File: config.mk
export PLATFORM = sky130hd
export DESIGN_NAME = mofc_cutoff
export DESIGN_NICKNAME = d
export VERILOG_FILES = /design/src/hdl/mofc_pkg.sv /design/src/hdl/mofc_cutoff.sv
export SDC_FILE = /design/constraint.sdc
export NUM_CORES = 1
export LEC_CHECK = 0
export BUFFER_PORTS_ARGS = -buffer_cell sky130_fd_sc_hd__buf_2
export CORE_ASPECT_RATIO = 1.4
export CORE_MARGIN = 3
export CORE_UTILIZATION = 48
export CTS_BUF_LIST = sky130_fd_sc_hd__clkbuf_8
export CTS_CLUSTER_DIAMETER = 100
export CTS_CLUSTER_SIZE = 25
export DETAILED_ROUTE_END_ITERATION = 10
export PLACE_DENSITY = 0.95
export SLEW_MARGIN = 15
export SYNTH_ARGS = -nofsm -noshare
export SYNTH_HDL_FRONTEND = slang
export SYNTH_SLANG_ARGS = --single-unit
File: constraint.sdc
create_clock -name CLK -period 4.2 [get_ports CLK]
set_input_delay 1.26 -clock CLK [delete_from_list [all_inputs] [get_ports CLK]]
set_output_delay 1.26 -clock CLK [all_outputs]
set_load 0.03 [all_outputs]
File: src/hdl/mofc_pkg.sv
package mofc_pkg;
    // pin group shared with the motor pwm outputs
    localparam int NPIN = 6;

    // register byte offsets
    localparam logic [7:0] OFS_INVC = 8'h00;
    localparam logic [7:0] OFS_FSEL = 8'h04;
    localparam logic [7:0] OFS_STAT = 8'h08;
    localparam logic [7:0] OFS_MASK = 8'h0c;
    localparam logic [7:0] OFS_PINS = 8'h10;

    // inverter_control_reg_zero fields
    localparam int INVC_USE = 0;
    localparam int INVC_PWM = 1;

    // status and mask fields
    localparam int STAT_CUT = 0;
    localparam int STAT_OFF = 1;

    // pin state register fields
    localparam int PINS_LVL = 8;
    localparam int PINS_HIZ = 9;

    // reset values
    localparam logic [1:0] RST_INVC = 2'h0;
    localparam logic [5:0] RST_FSEL = 6'h00;
    localparam logic [1:0] RST_MASK = 2'h0;
    localparam logic [1:0] RST_STAT = 2'h0;

    // cutoff latency from pin to pads
    localparam int CLK_NS = 8;
    localparam int CUT_LAT_NS = 24;
    localparam int CUT_LAT_CYC = CUT_LAT_NS / CLK_NS;
endpackage : mofc_pkg

File: src/hdl/mofc_cutoff.sv
module mofc_cutoff (
    // clock and reset
    input wire logic CLK,
    input wire logic RST_N,
    // apb slave
    input wire logic PSEL,
    input wire logic PENABLE,
    input wire logic PWRITE,
    input wire logic [7:0] PADDR,
    input wire logic [31:0] PWDATA,
    output logic [31:0] PRDATA,
    output logic PREADY,
    output logic PSLVERR,
    // cutoff pin, active low, asynchronous
    input wire logic CUTOFF_N,
    // selected peripheral function outputs, same clock
    input wire logic [5:0] FUNC_OUT,
    // pads
    output logic [5:0] PIN_O,
    output logic [5:0] PIN_OE,
    // interrupt
    output logic IRQ
);

    logic [1:0] invc_q, invc_d;
    logic [5:0] fsel_q, fsel_d;
    logic [1:0] stat_q, stat_d;
    logic [1:0] mask_q, mask_d;
    logic [31:0] prdata_q, prdata_d;
    logic pready_q, pready_d;
    logic pslverr_q, pslverr_d;
    logic [5:0] pin_o_q, pin_o_d;
    logic [5:0] pin_oe_q, pin_oe_d;
    logic irq_q, irq_d;
    logic hiz_q, hiz_d;
    logic cut_s1_q, cut_s2_q, cut_s3_q;
    logic use_b, pwm_b, hiz, wr;

    // address decode used by the error answer and its check; the read mux decodes on its own
    function automatic logic reg_hit(input logic [7:0] a);
        reg_hit = (a == mofc_pkg::OFS_INVC) || (a == mofc_pkg::OFS_FSEL) ||
                  (a == mofc_pkg::OFS_STAT) || (a == mofc_pkg::OFS_MASK) ||
                  (a == mofc_pkg::OFS_PINS);
    endfunction : reg_hit

    // two-stage synchroniser; the third stage only feeds the edge detector
    always_ff @(posedge CLK) begin
        if (!RST_N) begin
            cut_s1_q <= 1'b1;
            cut_s2_q <= 1'b1;
            cut_s3_q <= 1'b1;
        end else begin
            cut_s1_q <= CUTOFF_N;
            cut_s2_q <= cut_s1_q;
            cut_s3_q <= cut_s2_q;
        end
    end

    assign use_b = invc_q[mofc_pkg::INVC_USE];
    assign pwm_b = invc_q[mofc_pkg::INVC_PWM];
    // float whenever the motor timer owns the pins and pwm is off or cut
    assign hiz = use_b && (!pwm_b || !cut_s2_q);
    assign wr = PSEL && PENABLE && pready_q && PWRITE && !pslverr_q;

    // next values for bus, registers and pads
    always_comb begin
        invc_d = invc_q;
        fsel_d = fsel_q;
        mask_d = mask_q;
        stat_d = stat_q;
        prdata_d = prdata_q;
        pready_d = 1'b0;
        pslverr_d = 1'b0;
        // setup cycle: answer is prepared so the access phase ends at once
        if (PSEL && !PENABLE) begin
            pready_d = 1'b1;
            pslverr_d = !reg_hit(PADDR);
            unique case (PADDR)
                mofc_pkg::OFS_INVC: prdata_d = {30'h0, invc_q};
                mofc_pkg::OFS_FSEL: prdata_d = {26'h0, fsel_q};
                mofc_pkg::OFS_STAT: prdata_d = {30'h0, stat_q};
                mofc_pkg::OFS_MASK: prdata_d = {30'h0, mask_q};
                mofc_pkg::OFS_PINS: prdata_d = {22'h0, hiz_q, cut_s2_q, 2'h0, pin_oe_q};
                default: prdata_d = 32'h0;
            endcase
        end
        if (wr) begin
            unique case (PADDR)
                mofc_pkg::OFS_INVC: invc_d = PWDATA[1:0];
                mofc_pkg::OFS_FSEL: fsel_d = PWDATA[5:0];
                mofc_pkg::OFS_STAT: stat_d = stat_q & ~PWDATA[1:0];
                mofc_pkg::OFS_MASK: mask_d = PWDATA[1:0];
                default: ;
            endcase
        end
        // a low pin beats a software write of the enable bit, keeping the stage safe
        if (use_b && !cut_s2_q) begin
            invc_d[mofc_pkg::INVC_PWM] = 1'b0;
        end
        // events are set after the clear so a set in the same cycle wins
        if (!cut_s2_q && cut_s3_q) begin
            stat_d[mofc_pkg::STAT_CUT] = 1'b1;
        end
        if (use_b && pwm_b && !cut_s2_q) begin
            stat_d[mofc_pkg::STAT_OFF] = 1'b1;
        end
        // only pins in an output function are driven, others stay inputs
        pin_oe_d = fsel_q & ~{6{hiz}};
        pin_o_d = FUNC_OUT;
        hiz_d = hiz;
        irq_d = |(stat_q & mask_q);
    end

    // register stage
    always_ff @(posedge CLK) begin
        if (!RST_N) begin
            invc_q <= mofc_pkg::RST_INVC;
            fsel_q <= mofc_pkg::RST_FSEL;
            stat_q <= mofc_pkg::RST_STAT;
            mask_q <= mofc_pkg::RST_MASK;
            prdata_q <= 32'h0;
            pready_q <= 1'b0;
            pslverr_q <= 1'b0;
            pin_o_q <= 6'h00;
            pin_oe_q <= 6'h00;
            hiz_q <= 1'b0;
            irq_q <= 1'b0;
        end else begin
            invc_q <= invc_d;
            fsel_q <= fsel_d;
            stat_q <= stat_d;
            mask_q <= mask_d;
            prdata_q <= prdata_d;
            pready_q <= pready_d;
            pslverr_q <= pslverr_d;
            pin_o_q <= pin_o_d;
            pin_oe_q <= pin_oe_d;
            hiz_q <= hiz_d;
            irq_q <= irq_d;
        end
    end

    // outputs straight from flops
    assign PRDATA = prdata_q;
    assign PREADY = pready_q;
    assign PSLVERR = pslverr_q;
    assign PIN_O = pin_o_q;
    assign PIN_OE = pin_oe_q;
    assign IRQ = irq_q;
endmodule : mofc_cutoff

==> results.ini <==
[global_route]
grt_pass1_vias = 1278
antenna_found_initial = 0
grt_pass1_wl_mm = 5.52
grt.overflow.total = 0
gr-usage-all-layers = 0.165
grt_max_degree = 35

[floorplanning]
dieHeight_um = 76.6
die-area_um2 = 4320
i_o_pin_count = 99
core.rowCount = 25
effective_utilization_at_floorplan = 0.501
core_area_um2 = 3410
die_w_um = 56.4

[place]
hpwlAfterDp_mm = 2.59
finalWeightedCongestion = 0.839
place.port_buffers = 48
numPlacedInstances = 249

[power_and_ir_drop]
vdd.ir_drop.worst_uv = 239
power.leakage_nw = 0.903
comb_power_share = 0.098
power_density_nw_per_um2 = 411
switching_share = 0.234
power_switching_w = 0.000192
power_w = 0.000824
sequentialPowerShare = 0.458
intPower_w = 0.000632
share_clk_of_total_power = 0.445

[drt]
routed-wl-met2_mm = 1.73
ant_nets = 0
drt_drc_violations_left = 0
routed-via-count = 1323
dr.max_layer_used = met4
routed_wl_mm = 3.35
drt-vias-per-instance = 5.15
met3_routed_length_um = 262
wl_per_cell_um = 13.0
wl_met1_mm = 1.20
first_pass_iters = 4
first_iter_violations = 45

[worst_setup_path]
cp.required_ns = 4.42
crit_type = input port to flip-flop
worstPathMaxFanout = 6
max_stage_delay_ns = 0.67
r2r_slack_ns = 2.39
reg2reg_to = fsel_q[3]
crit_chain = buf_2 > or4b_1 > nor4_4 > mux2i_1
cp.arrival_ns = 2.87
setup.worst_path.start_class = input port
timing.rr.start = PSLVERR
worst_setup_path_end_kind = flip-flop
crit_path_top_delay_cell = sky130_fd_sc_hd__or4b_1
rr_worst_depth = 3

[timing]
fmaxAchievable_mhz = 377
slew_headroom = 0.553
final_hold_violations = 0
max_transition_viols_final = 0
finalSetupViolCount = 0
timing.final.crit_period_ns = 2.65
final_period_util = 0.631
totalNegativeSetupSlack_ns = 0
worst_clock_skew_ns = 0.00423
tightestPinTransition_ns = 0.668
rsz_0062_raised_after_global_routing = false

[yosys]
count_of_warnings_emitted_by_yosys = 0
synth.distinct_cells = 35
synth.cell_area_um2 = 1710
synth-seq-area-share = 0.457
synth.top_cell.area_share = 0.457
number_of_synthesized_register_bits = 39
synthCells = 169
top_cells_by_area_in_the_synthesized_netlist = sky130_fd_sc_hd__dfxtp_1, sky130_fd_sc_hd__buf_4, sky130_fd_sc_hd__mux2i_1
mean_instance_size_in_the_synthesized_netlist_um2 = 10.1
synthDominantAreaCellType = sky130_fd_sc_hd__dfxtp_1

[cts]
ctsRootBufferMaster = sky130_fd_sc_hd__clkbuf_8
cts_setup_buffers = 0
cts.sinks = 39
post_cts_resized = 0
clock_path_buffers = 2
numCtsBuffers = 5
h-tree-depth = 2
tritoncts = done
worst_skew_pair.late_latency_ns = 0.29
cts_hold_repair.buffers = 0
worst_setup_hold_path_clk_slew_ns = 0.07

[final_layout]
diodes = 0
syn2layout_area_growth_pct = 17.4
final_cell_mix = sky130_fd_sc_hd__buf_2, sky130_fd_sc_hd__dfxtp_1, sky130_fd_sc_hd__conb_1, sky130_fd_sc_hd__nand2_1, sky130_fd_sc_hd__and2_1
final_common_cell = sky130_fd_sc_hd__buf_2
layout.cells.non_filler = 257
design.final.nets = 268
final_layout_size_suffix_gt1_frac = 0.295

[job]
drv_cap = 0

[min_path]
min_delay_worst_endpoint = cut_s2_q
timing.hold.worst.start = cut_s1_q
worst_hold_path.num_cells = 1
holdCritPathClass = flip-flop to flip-flop

[run_status]
outcome = completed

-- layout make-up --
type,count,area (µm²)
Clock buffer,5,68.8
Clock inverter,3,67.6
Fill cell,300,1400
Inverter,2,7.51
Multi-Input combinational cell,120,792
Sequential cell,39,781
Tap cell,40,50.0
Timing Repair Buffer,48,240
-- registers in the layout, summed over array words and instances (netlist names) --
register  cells
stat_q        2
IRQ           1
PREADY        1
PSLVERR       1
invc_q        2
PRDATA        8
cut_s1_q      1
mask_q        2
PIN_OE        6
hiz_q         1
PIN_O         6
cut_s2_q      1
cut_s3_q      1
fsel_q        6
-- stage by stage --
stage / worst slack (ns) / hold slack [ns] / area [µm²] / utilization
5_1_grt: 1.49 / 0.434 / 2010 / 0.589
6_report: 1.55 / 0.416 / 2010 / 0.589
4_1_cts: 1.55 / 0.422 / 2010 / 0.589
3_3_place_gp: 1.27 / 0.389 / 1870 / 0.549
3_5_place_dp: 1.23 / 0.402 / 1870 / 0.549
2_1_floorplan: 1.53 / 0.386 / 1800 / -
-- cell families (layout without fill, tap and decap cells) --
| family | count (synthesis) | count (layout) | synth area share |
|---|---|---|---|
| DFF | 39 | 39 | 0.457 |
| AOI/OAI and AO/OA | 19 | 19 | 0.0908 |
| buffers and inverters | 33 | 58 | 0.130 |
| other | 1 | 24 | 0.00219 |
| and+or+nand+nor | 65 | 65 | 0.235 |
| muxes | 12 | 12 | 0.0849 |
-- cells in the mapped netlist (all sizes together) --
| library cell | number |
|---|---|
| mux4 | 2 |
| mux2i | 10 |
| nand2b | 4 |
| and3 | 1 |
| nand2 | 20 |
| and4 | 4 |
| or4b | 1 |
| nand3 | 4 |
| clkbuf | 5 |
| a211o | 1 |
| and3b | 1 |
| dfxtp | 39 |
| nand3b | 2 |
| buf | 26 |
| nor2 | 1 |
| conb | 1 |
| nor4bb | 1 |
| a22o | 10 |
| a22oi | 1 |
| or2 | 1 |
| a221o | 2 |
| or4 | 1 |
| a21boi | 2 |
| nor3 | 2 |
| o21ai | 2 |
| nor2b | 4 |
| and2 | 13 |
| nor4 | 5 |
| a21oi | 1 |
| inv | 2 |
-- per-layer routing --
metal | global-route usage | vias up
met5 | 0 | -
met4 | 0.114 | 0
met3 | 0.0559 | 15
met2 | 0.293 | 65
met1 | 0.152 | 608
li1 | - | 635
-- power by group through the flow --
stage	Sequential, W	Combinational [W]	Clock [W]
6_report	0.000377	0.0000806	0.000366
5_1_grt	0.000378	0.0000869	0.000393
4_1_cts	0.000377	0.0000801	0.000376
3_5_place_dp	0.000386	0.0000798	0
3_3_place_gp	0.000385	0.0000782	0
2_1_floorplan	0.000393	0.0000679	0
-- critical path, delay by kind of cell --
kind	cells	cell delay (ns)
and+or+nand+nor	2	1.21
muxes	1	0.26
buffers and inverters	1	0.14
-- how the worst max path moves through the flow --
| stage | end | startpoint | slack, ns |
|---|---|---|---|
| floorplan | fsel_q[0] | PADDR[0] | 1.53 |
| global placement | fsel_q[0] | PADDR[4] | 1.27 |
| detailed placement | fsel_q[3] | PADDR[4] | 1.23 |
| CTS | fsel_q[3] | PADDR[4] | 1.55 |
| global route | fsel_q[3] | PADDR[4] | 1.49 |
| finish | fsel_q[3] | PADDR[4] | 1.55 |
Power figures use the tool's default switching activity.
